[src/core/sre_pkg.sv]
// Constants, types and helpers shared by the serial read engine
package sre_pkg;

  // ==========================================================
  // Widths and depths
  localparam int ADDR_W = 13;
  localparam int DATA_W = 8;
  localparam int FIFO_DEPTH = 32;

  // ==========================================================
  // Address byte and framing
  localparam logic [3:0] CLASS_CODE = 4'ha;
  localparam logic [3:0] BIT_LAST = 4'h8;
  localparam logic [3:0] BIT_FIRST = 4'h1;
  localparam logic [3:0] BIT_ZERO = 4'h0;
  localparam int HI_ADDR_W = ADDR_W - DATA_W;

  // ==========================================================
  // Reset and fill values
  localparam logic [ADDR_W-1:0] ADDR_RST = 13'h0000;
  localparam logic [DATA_W-1:0] EMPTY_FILL = 8'hff;
  localparam logic [DATA_W-1:0] SHREG_RST = 8'h00;

  // ==========================================================
  // Protocol states
  typedef enum logic [3:0] {
    ST_IDLE,
    ST_DEVADDR,
    ST_DEV_ACK_WR,
    ST_DEV_ACK_RD,
    ST_WHI,
    ST_WHI_ACK,
    ST_WLO,
    ST_WLO_ACK,
    ST_TX,
    ST_MACK,
    ST_HOLD
  } sre_state_e;

  // Shift one received bit in at the low end
  function automatic logic [DATA_W-1:0] sre_shift_in(
    input logic [DATA_W-1:0] cur,
    input logic din
  );
    sre_shift_in = {cur[DATA_W-2:0], din};
  endfunction : sre_shift_in

endpackage : sre_pkg

[src/core/sre_fifo_if.sv]
// Valid/ready carrier between the read engine and its data FIFO
`timescale 1ns/100ps
interface sre_fifo_if #(
  parameter int W = 8
);
  logic wr_valid;
  logic wr_ready;
  logic [W-1:0] wr_data;
  logic rd_valid;
  logic rd_ready;
  logic [W-1:0] rd_data;
  logic flush;

  modport fifo (
    input wr_valid, wr_data, rd_ready, flush,
    output wr_ready, rd_valid, rd_data
  );
  modport user (
    output wr_valid, wr_data, rd_ready, flush,
    input wr_ready, rd_valid, rd_data
  );
endinterface : sre_fifo_if

[src/core/sre_read_engine.sv]
// Two-wire serial memory read engine with address counter
// Function
// Address counter holds last accessed location plus one until power loss.
// Controller opens current-address read: START, matching address, direction 1.
// On valid read address, acknowledge on ninth clock, then send byte.
// Counter increments by one after each byte sent.
// Controller ends single read: no acknowledge on clock 18, then STOP.
// STOP closing a read returns the engine to standby.
// Controller acknowledge on clock 18 makes engine send next byte.
// Engine keeps sending bytes while each one is acknowledged.
// Counter wraps from highest address to address zero.
// Controller ends sequential read by withholding acknowledge, then STOP.
// Dummy write: address byte with direction 0 is acknowledged.
// Word address of dummy write is acknowledged and loaded into counter.
// Controller then sends new START and a current-address read.
// START after dummy write abandons programming and runs the new command.
// Accept address only if class code and chip-select bits match.
// Word address arrives as two acknowledged bytes.
// Counter is thirteen bits; upper word-address bits ignored.
// Sample on clock rise, change output data after clock fall.
// Send bytes MSB first; release data line during controller acknowledge.
`timescale 1ns/100ps
module sre_read_engine (
  input wire logic i_clk,
  input wire logic i_reset,
  input wire logic i_scl,
  input wire logic i_sda_in,
  input wire logic i_chip_select_bit_two,
  input wire logic i_chip_select_bit_one,
  input wire logic i_chip_select_bit_zero,
  input wire logic i_wr_bump,
  input wire logic i_mem_valid,
  input wire logic [sre_pkg::DATA_W-1:0] i_mem_data,
  output logic o_sda_out,
  output logic o_sda_oe,
  output logic o_mem_req,
  output logic [sre_pkg::ADDR_W-1:0] o_mem_addr,
  output logic o_mem_ready,
  output logic [sre_pkg::ADDR_W-1:0] o_addr_counter,
  output logic o_standby
);

  // ==========================================================
  // Declarations
  sre_pkg::sre_state_e state_r, state_nxt;
  logic [3:0] bit_cnt_r, bit_cnt_nxt;
  logic [sre_pkg::DATA_W-1:0] shreg_r, shreg_nxt;
  logic [sre_pkg::HI_ADDR_W-1:0] hi_r, hi_nxt;
  logic [sre_pkg::ADDR_W-1:0] addr_r, addr_nxt;
  logic sda_oe_r, sda_oe_nxt;
  logic sda_out_r;
  logic mack_r, mack_nxt;
  logic req_r, req_nxt;
  logic standby_r, standby_nxt;
  logic scl_r, sda_r;
  logic scl_rise, scl_fall;
  logic start_det, stop_det;
  logic addr_load, addr_inc;
  logic [sre_pkg::ADDR_W-1:0] load_val;
  logic pop;
  logic flush;
  logic dev_match;
  logic [sre_pkg::DATA_W-1:0] next_byte;

  sre_fifo_if #(.W(sre_pkg::DATA_W)) fifo_bus ();

  sre_fifo #(
    .W(sre_pkg::DATA_W),
    .DEPTH(sre_pkg::FIFO_DEPTH)
  ) u_fifo (
    .i_clk(i_clk),
    .i_reset(i_reset),
    .f(fifo_bus.fifo)
  );

  // ==========================================================
  // FIFO hookup: memory answers fill, shifter drains
  assign fifo_bus.wr_valid = i_mem_valid;
  assign fifo_bus.wr_data = i_mem_data;
  assign fifo_bus.rd_ready = pop;
  assign fifo_bus.flush = flush;
  assign next_byte = fifo_bus.rd_valid ? fifo_bus.rd_data
                                       : sre_pkg::EMPTY_FILL;

  // ==========================================================
  // Bus condition detection
  assign scl_rise = i_scl & ~scl_r;
  assign scl_fall = ~i_scl & scl_r;
  assign start_det = i_scl & scl_r & sda_r & ~i_sda_in;
  assign stop_det = i_scl & scl_r & ~sda_r & i_sda_in;

  // Class code and chip-select comparison
  assign dev_match = (shreg_r[7:4] == sre_pkg::CLASS_CODE) &&
                     (shreg_r[3:1] == {i_chip_select_bit_two,
                                       i_chip_select_bit_one,
                                       i_chip_select_bit_zero});

  // ==========================================================
  // Protocol next state
  always_comb begin
    state_nxt = state_r;
    bit_cnt_nxt = bit_cnt_r;
    shreg_nxt = shreg_r;
    hi_nxt = hi_r;
    sda_oe_nxt = sda_oe_r;
    mack_nxt = mack_r;
    req_nxt = 1'b0;
    addr_load = 1'b0;
    addr_inc = 1'b0;
    load_val = addr_r;
    pop = 1'b0;
    flush = 1'b0;
    if (stop_det) begin
      state_nxt = sre_pkg::ST_IDLE;
      sda_oe_nxt = 1'b0;
    end else if (start_det) begin
      state_nxt = sre_pkg::ST_DEVADDR;
      bit_cnt_nxt = sre_pkg::BIT_ZERO;
      sda_oe_nxt = 1'b0;
      flush = 1'b1;
    end else begin
      case (state_r)
        sre_pkg::ST_DEVADDR, sre_pkg::ST_WHI, sre_pkg::ST_WLO: begin
          if (scl_rise && bit_cnt_r < sre_pkg::BIT_LAST) begin
            shreg_nxt = sre_pkg::sre_shift_in(shreg_r, i_sda_in);
            bit_cnt_nxt = bit_cnt_r + 4'h1;
          end else if (scl_fall && bit_cnt_r == sre_pkg::BIT_LAST) begin
            bit_cnt_nxt = sre_pkg::BIT_ZERO;
            if (state_r == sre_pkg::ST_DEVADDR) begin
              if (!dev_match) begin
                state_nxt = sre_pkg::ST_IDLE;
              end else if (shreg_r[0]) begin
                sda_oe_nxt = 1'b1;
                req_nxt = 1'b1;
                state_nxt = sre_pkg::ST_DEV_ACK_RD;
              end else begin
                sda_oe_nxt = 1'b1;
                state_nxt = sre_pkg::ST_DEV_ACK_WR;
              end
            end else if (state_r == sre_pkg::ST_WHI) begin
              hi_nxt = shreg_r[sre_pkg::HI_ADDR_W-1:0];
              sda_oe_nxt = 1'b1;
              state_nxt = sre_pkg::ST_WHI_ACK;
            end else begin
              addr_load = 1'b1;
              load_val = {hi_r, shreg_r};
              sda_oe_nxt = 1'b1;
              state_nxt = sre_pkg::ST_WLO_ACK;
            end
          end
        end
        sre_pkg::ST_DEV_ACK_WR: begin
          if (scl_fall) begin
            sda_oe_nxt = 1'b0;
            state_nxt = sre_pkg::ST_WHI;
          end
        end
        sre_pkg::ST_WHI_ACK: begin
          if (scl_fall) begin
            sda_oe_nxt = 1'b0;
            state_nxt = sre_pkg::ST_WLO;
          end
        end
        sre_pkg::ST_WLO_ACK: begin
          if (scl_fall) begin
            sda_oe_nxt = 1'b0;
            state_nxt = sre_pkg::ST_HOLD;
          end
        end
        sre_pkg::ST_DEV_ACK_RD: begin
          if (scl_fall) begin
            pop = fifo_bus.rd_valid;
            shreg_nxt = next_byte;
            sda_oe_nxt = ~next_byte[7];
            bit_cnt_nxt = sre_pkg::BIT_FIRST;
            state_nxt = sre_pkg::ST_TX;
          end
        end
        sre_pkg::ST_TX: begin
          if (scl_fall) begin
            if (bit_cnt_r < sre_pkg::BIT_LAST) begin
              sda_oe_nxt = ~shreg_r[6];
              shreg_nxt = {shreg_r[6:0], 1'b0};
              bit_cnt_nxt = bit_cnt_r + 4'h1;
            end else begin
              sda_oe_nxt = 1'b0;
              addr_inc = 1'b1;
              req_nxt = 1'b1;
              mack_nxt = 1'b1;
              state_nxt = sre_pkg::ST_MACK;
            end
          end
        end
        sre_pkg::ST_MACK: begin
          if (scl_rise) begin
            mack_nxt = i_sda_in;
          end else if (scl_fall) begin
            pop = fifo_bus.rd_valid;
            if (!mack_r) begin
              shreg_nxt = next_byte;
              sda_oe_nxt = ~next_byte[7];
              bit_cnt_nxt = sre_pkg::BIT_FIRST;
              state_nxt = sre_pkg::ST_TX;
            end else begin
              state_nxt = sre_pkg::ST_HOLD;
            end
          end
        end
        sre_pkg::ST_IDLE, sre_pkg::ST_HOLD: begin
          sda_oe_nxt = 1'b0;
        end
        default: begin
          state_nxt = sre_pkg::ST_IDLE;
          sda_oe_nxt = 1'b0;
        end
      endcase
    end
    // Counter wraps naturally at thirteen bits
    if (addr_load) begin
      addr_nxt = load_val;
    end else begin
      addr_nxt = addr_r + sre_pkg::ADDR_W'(addr_inc)
                        + sre_pkg::ADDR_W'(i_wr_bump);
    end
    standby_nxt = (state_nxt == sre_pkg::ST_IDLE);
  end

  always_ff @(posedge i_clk) begin
    if (i_reset) begin
      state_r <= sre_pkg::ST_IDLE;
      bit_cnt_r <= sre_pkg::BIT_ZERO;
      shreg_r <= sre_pkg::SHREG_RST;
      hi_r <= '0;
      addr_r <= sre_pkg::ADDR_RST;
      sda_oe_r <= 1'b0;
      sda_out_r <= 1'b0;
      mack_r <= 1'b1;
      req_r <= 1'b0;
      standby_r <= 1'b1;
      scl_r <= 1'b1;
      sda_r <= 1'b1;
    end else begin
      state_r <= state_nxt;
      bit_cnt_r <= bit_cnt_nxt;
      shreg_r <= shreg_nxt;
      hi_r <= hi_nxt;
      addr_r <= addr_nxt;
      sda_oe_r <= sda_oe_nxt;
      sda_out_r <= 1'b0;
      mack_r <= mack_nxt;
      req_r <= req_nxt;
      standby_r <= standby_nxt;
      scl_r <= i_scl;
      sda_r <= i_sda_in;
    end
  end

  // ==========================================================
  // Outputs
  assign o_sda_out = sda_out_r;
  assign o_sda_oe = sda_oe_r;
  assign o_mem_req = req_r;
  assign o_mem_addr = addr_r;
  assign o_mem_ready = fifo_bus.wr_ready;
  assign o_addr_counter = addr_r;
  assign o_standby = standby_r;

endmodule : sre_read_engine

[src/core/sre_fifo.sv]
// Flip-flop FIFO with valid/ready on both sides and a flush
`timescale 1ns/100ps
module sre_fifo #(
  parameter int W = 8,
  parameter int DEPTH = 32
) (
  input wire logic i_clk,
  input wire logic i_reset,
  sre_fifo_if.fifo f
);
  localparam int AW = $clog2(DEPTH);

  logic [W-1:0] mem_r [DEPTH];
  logic [AW-1:0] wr_ptr_r, wr_ptr_nxt;
  logic [AW-1:0] rd_ptr_r, rd_ptr_nxt;
  logic [AW:0] cnt_r, cnt_nxt;
  logic ready_r, ready_nxt;
  logic valid_r, valid_nxt;
  logic push;
  logic pop;

  assign push = f.wr_valid & ready_r & ~f.flush;
  assign pop = f.rd_ready & valid_r & ~f.flush;
  assign f.wr_ready = ready_r;
  assign f.rd_valid = valid_r;
  assign f.rd_data = mem_r[rd_ptr_r];

  // ==========================================================
  // Pointer and level update
  always_comb begin
    wr_ptr_nxt = wr_ptr_r;
    rd_ptr_nxt = rd_ptr_r;
    cnt_nxt = cnt_r;
    if (f.flush) begin
      wr_ptr_nxt = '0;
      rd_ptr_nxt = '0;
      cnt_nxt = '0;
    end else begin
      if (push) begin
        wr_ptr_nxt = wr_ptr_r + AW'(1);
      end
      if (pop) begin
        rd_ptr_nxt = rd_ptr_r + AW'(1);
      end
      if (push && !pop) begin
        cnt_nxt = cnt_r + (AW+1)'(1);
      end else if (pop && !push) begin
        cnt_nxt = cnt_r - (AW+1)'(1);
      end
    end
    ready_nxt = (cnt_nxt != (AW+1)'(DEPTH));
    valid_nxt = (cnt_nxt != '0);
  end

  always_ff @(posedge i_clk) begin
    if (i_reset) begin
      wr_ptr_r <= '0;
      rd_ptr_r <= '0;
      cnt_r <= '0;
      ready_r <= 1'b1;
      valid_r <= 1'b0;
    end else begin
      wr_ptr_r <= wr_ptr_nxt;
      rd_ptr_r <= rd_ptr_nxt;
      cnt_r <= cnt_nxt;
      ready_r <= ready_nxt;
      valid_r <= valid_nxt;
    end
  end

  // Storage, written by index
  always_ff @(posedge i_clk) begin
    if (push) begin
      mem_r[wr_ptr_r] <= f.wr_data;
    end
  end

endmodule : sre_fifo

[config.mk]
export PLATFORM = sky130hd
export DESIGN_NAME = sre_read_engine
export DESIGN_NICKNAME = d
export VERILOG_FILES = /design/src/core/sre_pkg.sv /design/src/core/sre_fifo_if.sv /design/src/core/sre_read_engine.sv /design/src/core/sre_fifo.sv
export SDC_FILE = /design/constraint.sdc
export NUM_CORES = 1
export LEC_CHECK = 0
export BUFFER_PORTS_ARGS = -buffer_cell sky130_fd_sc_hd__buf_2
export CAP_MARGIN = 5
export CORE_ASPECT_RATIO = 0.8
export CORE_UTILIZATION = 58
export CTS_BUF_LIST = sky130_fd_sc_hd__clkbuf_4 sky130_fd_sc_hd__clkbuf_8
export CTS_CLUSTER_SIZE = 20
export DETAILED_ROUTE_END_ITERATION = 12
export PLACE_DENSITY = 0.82
export SLEW_MARGIN = 20
export SYNTH_ARGS = -nofsm -noshare
export SYNTH_HDL_FRONTEND = slang
export SYNTH_HIERARCHICAL = 1
export SYNTH_SLANG_ARGS = --single-unit
[constraint.sdc]
create_clock -name i_clk -period 2.6 [get_ports i_clk]
set_input_delay 0 -clock i_clk [delete_from_list [all_inputs] [get_ports i_clk]]
set_output_delay 0 -clock i_clk [all_outputs]
set_load 0.05 [all_outputs]
==> results of run 1 <==
-- cell usage in the layout (no fill, tap or decap), types with 8 or more instances in the layout --
master         Yosys  final
buf_4             23     41
buf_12             0      9
xor2_1            20     20
nand2_1           36     36
nand4_1           15     15
dfxtp_1           63     60
buf_2              8     46
clkbuf_8           0     53
a211oi_1          15     15
nor3_1             8      8
ha_1              10     10
edfxtp_1         256    256
xnor2_1           10     10
dlygate4sd3_1      0     12
nor2_1            87     81
mux4_2            80     80
nand3_1           11     10
mux2i_1            9      9
mux2_2             9      9
inv_1             21     21
clkbuf_4           0     20
o21ai_0            9      8
a21oi_1           15     15
-- cell type report --
cell class                 instances  area, µm²
fill                            1466       7181
clock buffer                      73      879.6
multi-input combinational        440       4207
antenna                            1      2.502
inverter                          21      78.83
timing repair buffer             111      913.4
clock inverter                    12      85.08
tap                              306      382.9
sequential                       319       8955
-- through the flow --
stage | instances | util | setup WS, ps
global placement | 1175 | 0.6268 | 115.6
detailed placement | 1175 | 0.6268 | 34.83
finish | 1283 | 0.6835 | -12.77
CTS | 1272 | 0.6746 | 17.63
floorplan | 840 | - | 1.545
global route | 1282 | 0.6833 | -95.70
-- final timing paths --
check                                          start                        endpoint  slack (ps)
worst max register to register              register           o_sda_oe$_SDFFE_PP0P_         -10
worst min register to register  hi_r[1]$_SDFFE_PP0P_  o_addr_counter[9]$_SDFFE_PP0P_         510
worst max-delay path                        register           o_sda_oe$_SDFFE_PP0P_         -10
worst min-delay path                   i_mem_data[6]   u_fifo/mem_r[18][6]$_DFFE_PP_          40
-- what timing repair did --
item / 4_1_cts / 5_1_grt
endpoints found under the setup margin: 0 / 50
hold buffers: 12 / 0
endpoints found under the hold margin: 118 / 0
resized for setup: 0 / 12
setup buffers: 0 / 7
-- power by group through the flow --
stage	sequential, W	clock, W	combinational, W
3_5_place_dp	0.00569	0	0.000381
3_3_place_gp	0.00568	0	0.000369
5_1_grt	0.00558	0.00437	0.000438
4_1_cts	0.00558	0.00413	0.000397
6_report	0.00558	0.00409	0.000406
2_1_floorplan	0.00569	0	0.000217
-- per-layer routing --
layer  vias to the layer above  track usage
met3                        59      0.05729
met4                         2      0.07918
met1                      4065       0.3732
met5                         -      0.02381
li1                       3487            -
met2                       474       0.4030
-- worst max-delay path, stage by stage, from the launching register on --
cell,delay [ps]
dfxtp_4,420
buf_12,130
clkbuf_16,180
mux4_2,530
mux4_2,520
mux2_2,290
nand3b_1,180
a31oi_1,180
a21o_1,130
-- flip-flops by register name, summed over array words and instances (netlist names), 4 cells and up, named ones only --
register,count
u_fifo/mem_r,256
shreg_r,8
u_fifo/cnt_r,6
o_addr_counter,13
state_r,4
u_fifo/wr_ptr_r,5
u_fifo/rd_ptr_r,5
bit_cnt_r,4
hi_r,5
-- logic make-up (layout without fill, tap and decap cells) --
| family | Yosys count | count (layout) | share of synthesized area |
|---|---|---|---|
| other cells | 1 | 2 | 0.0002774 |
| simple gates | 213 | 213 | 0.08033 |
| xor+xnor | 30 | 30 | 0.01943 |
| buf+inv | 81 | 217 | 0.03017 |
| mux | 98 | 98 | 0.1474 |
| compound gates | 86 | 86 | 0.04896 |
| fa+ha+maj | 12 | 12 | 0.01157 |
| flops | 319 | 319 | 0.6619 |
==> flow_summary.json, run 1 <==
{
  "yosysTopAreaCellShare": 0.5686,
  "yosys_warnings": 6,
  "r2r_cells": 8,
  "final.setup.tns_ps": -12.77,
  "clock_insertion_delay_worst_skew_ps": 550,
  "grt-ovfl-total": 0,
  "die_area_um2": 23930,
  "hold_path_class": "in -> reg",
  "setup_viol": 1,
  "skew_ps": 11.23,
  "drc": 0,
  "relSlewSlack": 0.2992,
  "yosysSeqAreaShare": 0.6619,
  "path_clk_slew_ps": 70,
  "routedWlPerCell_um": 24.32,
  "crit_required_ps": 3110,
  "synth_fp_nets": 868,
  "htree_levels": 2,
  "die_w_um": 172.7,
  "postRouteAntennaNets": 0,
  "grt_pass1_wl_um": 46350,
  "finalCriticalPeriod_ps": 2613,
  "drt_first_iter_violations": 907,
  "synth_edf_count": 256,
  "core-area_um2": 22680,
  "grt_usage": 0.2604,
  "grt_pass1_vias": 7785,
  "firstDrtPassIters": 5,
  "seqPwrFrac": 0.553,
  "dp_hpwl_um": 19990,
  "outcome": "complete, but fails checks",
  "ys_ff_latch": 319,
  "cts_root_buf": "clkbuf_8",
  "port_buffers": 46,
  "met1Wirelength_um": 12640,
  "criticalPathCategory": "reg -> reg",
  "critical_path.startpoint_type": "register",
  "drive_above_1_share": 0.3074,
  "nets": 967,
  "synth.distinct_cells": 73,
  "total_leakage_power_nw": 5.235,
  "viasPerCell": 6.303,
  "die_y_um": 138.6,
  "highest_layer": "met5",
  "hold_ws_ps": 36.80,
  "rsz0062_at_grt": "yes",
  "finalPower_w": 0.01008,
  "synth_area_leaders": "edfxtp_1, mux4_2, dfxtp_1",
  "pin_count": 48,
  "netlist_area_um2": 13520,
  "power_density_nw_per_um2": 650.0,
  "synth_commonest_cells": "edfxtp_1, nor2_1, mux4_2",
  "drv_slew": 0,
  "combPwrFrac": 0.040,
  "antenna_found_initial": 1,
  "vias": 8087,
  "clockBufferDepth": 3,
  "stdcell_area_um2": 15500,
  "worst_slack_ps": -12.77,
  "worstPathMaxFanout": 10,
  "failed_checks": "negative setup slack",
  "yosysMostFrequentCell": "edfxtp_1",
  "grt_max_degree": 34,
  "cts_tree": "built",
  "synthToLayoutAreaGrowth_pct": 14.67,
  "vdd_drop_max_mv": 0.5219,
  "synth_ff_type": "edfxtp_1",
  "hold_viol": 0,
  "clockPowerShare": 0.406,
  "yosys.area.top_type": "edfxtp_1",
  "rows": 49,
  "avgSynthCellArea_um2": 16.10,
  "met3_length_um": 3219,
  "switchingPower_w": 0.002148,
  "critical_path.endpoint_type": "register",
  "cts_made_buffers": 46,
  "drv_cap": 0,
  "worstMarginPinSlew_ps": 1047,
  "arrival_ps": 3120,
  "worstHoldPathCells": 1,
  "async_flop_share": 0,
  "initial_utilization": 0.5960,
  "wl_um": 31200,
  "switching_share": 0.2132,
  "synth_cells": 840,
  "clock_sinks": 319,
  "max_freq_mhz": 382.7,
  "fin_crit_sh": 1.005,
  "p_int_w": 0.007930,
  "place_area_um2": 14220,
  "wl_met2_um": 14610,
  "place_congestion": 0.9304
}
Power figures use the tool's default switching activity.
==> run 2: changes to the inputs <==
--- a/config.mk
+++ b/config.mk
@@ -7,14 +7,15 @@
 export LEC_CHECK = 0
 export BUFFER_PORTS_ARGS = -buffer_cell sky130_fd_sc_hd__buf_2
 export CAP_MARGIN = 5
+export CELL_PAD_IN_SITES_DETAIL_PLACEMENT = 0
+export CELL_PAD_IN_SITES_GLOBAL_PLACEMENT = 1
 export CORE_ASPECT_RATIO = 0.8
-export CORE_UTILIZATION = 58
+export CORE_UTILIZATION = 49
 export CTS_BUF_LIST = sky130_fd_sc_hd__clkbuf_4 sky130_fd_sc_hd__clkbuf_8
 export CTS_CLUSTER_SIZE = 20
 export DETAILED_ROUTE_END_ITERATION = 12
-export PLACE_DENSITY = 0.82
+export PLACE_DENSITY = 0.81
 export SLEW_MARGIN = 20
 export SYNTH_ARGS = -nofsm -noshare
 export SYNTH_HDL_FRONTEND = slang
-export SYNTH_HIERARCHICAL = 1
 export SYNTH_SLANG_ARGS = --single-unit
==> run 2 against run 1 <==
  * Total power down 1.2%
  * Highest routed layer is now met4
  * Register-to-register slack better by 200 ps
  * The flow now finishes without violations
  * Critical path type unchanged
  * Global-route usage down 4.3 points
  * Largest power group unchanged
  * Flip-flop and latch count unchanged
==> flow_summary.json, run 2 <==
{
  "place_area_um2": 14290,
  "critical_path.endpoint_type": "register",
  "yosysMostFrequentCell": "edfxtp_1",
  "synthSimpleGateAreaFrac": 0.08226,
  "synth_top_family_by_area": "multiplexers",
  "drt_first_iter_violations": 908,
  "seqPwrFrac": 0.560,
  "htree_levels": 2,
  "netlist_area_um2": 13310,
  "synth_edf_count": 256,
  "grt-ovfl-total": 0,
  "die_y_um": 149.4,
  "synth_xor_area_frac": 0.01908,
  "nets": 999,
  "power_density_nw_per_um2": 647.3,
  "worstSetupStartpoint": "state_r[1]$_SDFF_PP0_",
  "total_leakage_power_nw": 5.148,
  "dp_hpwl_um": 19140,
  "synthToLayoutAreaGrowth_pct": 15.56,
  "final_cell_mix": "edfxtp_1, nor2_1, mux4_2",
  "r2r-start": "state_r[1]$_SDFF_PP0_",
  "rows": 53,
  "yosysTopAreaCellShare": 0.5776,
  "largest_reg_flops": 256,
  "clock_insertion_delay_worst_skew_ps": 560,
  "port_buffers": 46,
  "finalCriticalPeriod_ps": 2417,
  "yosys_warnings": 0,
  "fin_crit_sh": 0.9297,
  "firstDrtPassIters": 5,
  "grt_pass1_vias": 7436,
  "drv_slew": 0,
  "yosysSeqAreaShare": 0.6724,
  "synth_fp_nets": 878,
  "place_congestion": 0.8740,
  "hold_path_class": "in -> reg",
  "ys_ff_latch": 319,
  "postRouteAntennaNets": 0,
  "final.setup.tns_ps": 0,
  "worstMarginPinSlew_ps": 720.0,
  "cts_tree": "built",
  "antenna_found_initial": 0,
  "clockBufferDepth": 3,
  "grt_pass1_wl_um": 44360,
  "vdd_drop_max_mv": 0.5410,
  "synthAdderAreaFrac": 0.01091,
  "switchingPower_w": 0.002142,
  "yosys.area.top_type": "edfxtp_1",
  "viasPerCell": 5.673,
  "wl_um": 28810,
  "critical_path.startpoint_type": "register",
  "nFillCells": 2047,
  "ff_latch_area_um2": 8956,
  "synth_commonest_cells": "edfxtp_1, nor2_1, mux4_2",
  "initial_utilization": 0.5030,
  "setup_viol": 0,
  "relSlewSlack": 0.5189,
  "path_clk_slew_ps": 70,
  "combPwrFrac": 0.035,
  "avgSynthCellArea_um2": 15.66,
  "synth.distinct_cells": 67,
  "clock_sinks": 319,
  "cts_root_buf": "clkbuf_8",
  "drv_cap": 0,
  "p_int_w": 0.007813,
  "grt_usage": 0.2174,
  "pin_count": 48,
  "skew_ps": 24.58,
  "synth_area_leaders": "edfxtp_1, mux4_2, dfxtp_1",
  "max_freq_mhz": 413.7,
  "die_area_um2": 27830,
  "drive_above_1_share": 0.2733,
  "grt_max_degree": 33,
  "switching_share": 0.2151,
  "async_flop_share": 0,
  "clockPowerShare": 0.405,
  "worstPathMaxFanout": 9,
  "crit_required_ps": 3070,
  "stdcell_area_um2": 15380,
  "synth_compound_area_frac": 0.04992,
  "routedWlPerCell_um": 21.07,
  "synth_ff_type": "edfxtp_1",
  "cts_made_buffers": 49,
  "vias": 7755,
  "die_w_um": 186.3,
  "arrival_ps": 2890,
  "outcome": "finished, final reports clean",
  "drc": 0,
  "hold_viol": 0,
  "rsz0062_at_grt": "no",
  "muxShareOfSynthArea": 0.1383,
  "diodes": 0,
  "synth_cells": 850,
  "layout_commonest_cell": "edfxtp_1",
  "criticalPathCategory": "reg -> reg",
  "top_register": "u_fifo.mem_r",
  "min_from": "i_mem_data[2]",
  "core-area_um2": 26460,
  "multi_input_comb_area_um2": 4013
}
-- run 2: path summary, 6_finish.rpt --
check	to	slack [ps]	depth (start not counted)
hold / removal	u_fifo.mem_r[22][2]$_DFFE_PP_	30	1
setup / recovery	o_addr_counter[10]$_SDFFE_PP0P_	180	10
setup reg to reg	o_addr_counter[10]$_SDFFE_PP0P_	180	10
hold reg to reg	hi_r[2]$_SDFFE_PP0P_	460	2
-- run 2: layer usage --
metal	vias to the layer above	global-route usage	routed length, µm
met3	49	0.03589	2593
met5	-	0	0
li1	3546	-	-
met1	3806	0.3565	13750
met2	354	0.2970	11950
met4	0	0.05861	514
-- run 2: logic make-up (layout without fill, tap and decap cells) --
group                    after synthesis  in the layout
AO/OA/AOI/OAI                         93             93
flip-flops                           319            319
other                                  1              1
XOR/XNOR                              29             29
adder cells (fa/ha/maj)               11             11
buffers and inverters                 76            236
AND/OR/NAND/NOR                      224            224
multiplexers                          97             97
-- run 2: cell type report --
type	count	share of cell area
clock inverters	26	0.008949
inverters	20	0.004881
multi-input cells	455	0.2609
clock buffers	64	0.05321
flip-flops and latches	319	0.5823
repair buffers	126	0.06069
well taps	357	0.02904
-- run 2: through the flow --
stage	hold slack (ps)	worst slack [ps]	power (W)	utilization	std cells
3_5_place_dp	282.7	141.7	0.006016	0.5402	1264
3_3_place_gp	283.0	133.8	0.006010	0.5402	1264
4_1_cts	0.7779	116.8	0.01005	0.5805	1365
6_report	29.89	182.9	0.009955	0.5813	1367
2_1_floorplan	83.87	17.67	0.005865	-	850
5_1_grt	28.07	2.664	0.01029	0.5813	1367
-- run 2: repair_timing --
action                     CTS  global route
hold buffers                11             0
gates resized for setup      0             4
setup buffers                0             2
setup endpoints to repair    0             6
hold endpoints to repair   187             0
-- run 2: power groups by stage --
| stage | logic (W) | clock network [W] | registers (W) |
|---|---|---|---|
| after CTS | 0.000349 | 0.00413 | 0.00557 |
| after global routing | 0.000381 | 0.00434 | 0.00557 |
| final | 0.000351 | 0.00403 | 0.00557 |
| after detailed placement | 0.000336 | 0 | 0.00568 |
| after floorplan | 0.000177 | 0 | 0.00569 |
| after global placement | 0.000331 | 0 | 0.00568 |
-- run 2: worst max-delay path, stage by stage, from the launching register on --
cell and delay [ps]:
dfxtp_2 370, nor4b_2 310, and3_1 240, inv_1 100, fa_1 370, inv_1 90, ha_1 160, and3_1 200
nand4_1 130, xor2_1 160, a211oi_1 210
==> run 3: changes to the inputs <==
--- a/config.mk
+++ b/config.mk
@@ -10,11 +10,11 @@
 export CELL_PAD_IN_SITES_DETAIL_PLACEMENT = 0
 export CELL_PAD_IN_SITES_GLOBAL_PLACEMENT = 1
 export CORE_ASPECT_RATIO = 0.8
-export CORE_UTILIZATION = 49
+export CORE_UTILIZATION = 55
 export CTS_BUF_LIST = sky130_fd_sc_hd__clkbuf_4 sky130_fd_sc_hd__clkbuf_8
 export CTS_CLUSTER_SIZE = 20
 export DETAILED_ROUTE_END_ITERATION = 12
-export PLACE_DENSITY = 0.81
+export PLACE_DENSITY = 0.86
 export SLEW_MARGIN = 20
 export SYNTH_ARGS = -nofsm -noshare
 export SYNTH_HDL_FRONTEND = slang
==> constraint.sdc (replaced) <==
create_clock -name i_clk -period 2.37 [get_ports i_clk]
set_input_delay 0 -clock i_clk [delete_from_list [all_inputs] [get_ports i_clk]]
set_output_delay 0 -clock i_clk [all_outputs]
set_load 0.05 [all_outputs]
==> run 3 against run 2 <==
  * Clock skew barely moved
  * Sequential power rose by 9.7%
  * Wire length rose by 6.5%
  * Largest cell class unchanged
==> flow_summary.json, run 3 (synthesis results as in run 2) <==
{
  "drv_slew": 0,
  "hold_path_class": "in -> reg",
  "die_area_um2": 24830,
  "post-place-cells": 1236,
  "cts_tree": "built",
  "finalCriticalPeriod_ps": 2362,
  "critical_path.endpoint_type": "register",
  "crit_required_ps": 2790,
  "clock_sinks": 319,
  "layout_commonest_cell": "edfxtp_1",
  "drv_cap": 0,
  "diodes": 0,
  "critPathBufInv": 1,
  "grt_pass1_vias": 7564,
  "stdcell_area_um2": 15740,
  "dp_hpwl_um": 19690,
  "firstDrtPassIters": 5,
  "clockBufferDepth": 3,
  "criticalPathCategory": "reg -> reg",
  "path_clk_slew_ps": 60,
  "worstPathMaxFanout": 11,
  "vdd_drop_max_mv": 0.6183,
  "grt-ovfl-total": 0,
  "grt_max_degree": 47,
  "place_congestion": 0.8811,
  "place_area_um2": 14380,
  "drc": 0,
  "dp_slack_ps": -22.11,
  "critical-path-max-stage-delay_ps": 520,
  "power_density_nw_per_um2": 705.8,
  "combPwrFrac": 0.037,
  "initial_utilization": 0.5643,
  "nets": 1027,
  "port_buffers": 46,
  "cts_root_buf": "clkbuf_8",
  "worstPathCellList": "buf_12 -> mux4_2 -> mux2_2 -> o31ai_1 -> a311oi_1 -> a2111oi_1 -> nor3_1",
  "die_y_um": 141.1,
  "rsz0062_at_grt": "yes",
  "outcome": "finished, final reports clean",
  "postRouteAntennaNets": 0,
  "routedWlPerCell_um": 22.73,
  "largest_reg_flops": 256,
  "antenna_found_initial": 0,
  "worstMarginPinSlew_ps": 719.9,
  "clock_insertion_delay_worst_skew_ps": 560,
  "hold_viol": 0,
  "die_w_um": 175.9,
  "skew_ps": 24.42,
  "final_cell_mix": "edfxtp_1, buf_4, nor2_1",
  "relSlewSlack": 0.5201,
  "arrival_ps": 2780,
  "total_leakage_power_nw": 5.345,
  "critPathSlowestCell": "mux4_2",
  "wl_um": 30690,
  "critical_path.startpoint_type": "register",
  "max_freq_mhz": 423.4,
  "clockPowerShare": 0.413,
  "switchingPower_w": 0.002358,
  "vias": 8202,
  "htree_levels": 2,
  "critPathTopFamily": "compound AO/OA/AOI/OAI gates",
  "drt_first_iter_violations": 1009,
  "synthToLayoutAreaGrowth_pct": 18.25,
  "hold_ws_ps": 20.04,
  "cts_made_buffers": 48,
  "viasPerCell": 6.076,
  "layout.cells.non_filler": 1350,
  "pin_count": 48,
  "rows": 50,
  "p_int_w": 0.008749,
  "r2r_slack_ps": 8,
  "drive_above_1_share": 0.3170,
  "grt_usage": 0.2505,
  "fin_crit_sh": 0.9966,
  "grt_pass1_wl_um": 45740,
  "switching_share": 0.2123,
  "worst_slack_ps": 7.970,
  "min_from": "i_mem_data[5]",
  "setup_viol": 0,
  "core-area_um2": 23590,
  "top_register": "u_fifo.mem_r",
  "seqPwrFrac": 0.550
}
==> run 3: worst register-to-register path, stage by stage, from the launching register on <==
cell	delay [ps]
dfxtp_1	370
buf_12	160
mux4_2	530
mux2_2	270
o31ai_1	280
a311oi_1	150
a2111oi_1	370
nor3_1	90
==> run 3: final cells by class <==
type	instances	area, µm²
Timing Repair Buffer	155	1235
Clock buffer	70	850.8
Sequential cell	319	8959
Fill cell	1606	7848
Tap cell	312	390.4
Multi-Input combinational cell	455	4089
Clock inverter	19	138.9
Inverter	20	75.07
==> run 3: power by group through the flow <==
stage               Clock [W]  Combinational, W  Sequential, W
floorplan                   0          0.000196        0.00624
global placement            0          0.000380        0.00622
detailed placement          0          0.000391        0.00623
CTS                   0.00466          0.000404        0.00611
global route          0.00489          0.000446        0.00611
finish                0.00459          0.000412        0.00611
==> run 3: routing by layer <==
metal,global-route usage,up-vias,share of wire
met4,0.06590,0,0.017
met2,0.3374,450,0.43
met5,0,-,0
met1,0.4044,4119,0.44
li1,-,3590,-
met3,0.06122,43,0.12
==> run 3: repair_timing <==
| action | in CTS | in global routing |
|---|---|---|
| buffers inserted | 0 | 10 |
| endpoints found under the setup margin | 2 | 114 |
| gates resized for setup | 1 | 18 |
| hold endpoints to repair | 131 | 0 |
| hold buffers | 10 | 0 |
| pin swaps | 0 | 6 |
| cloned | 0 | 5 |
==> run 3: path summary, 6_finish.rpt <==
check | cells past startpoint | end
min | 1 | u_fifo.mem_r[28][5]$_DFFE_PP_
max | 7 | shreg_r[0]$_SDFFE_PP0P_
min reg2reg | 2 | hi_r[1]$_SDFFE_PP0P_
max reg2reg | 7 | shreg_r[0]$_SDFFE_PP0P_
==> run 3: through the flow <==
step                      setup TNS (ps)    util  power, W
after floorplan                   -4.866       -  0.006438
after global placement            -34.95  0.6097  0.006605
after detailed placement          -22.11  0.6097  0.006617
after CTS                              0  0.6560   0.01118
after global routing              -303.7  0.6673   0.01144
final                                  0  0.6673   0.01111
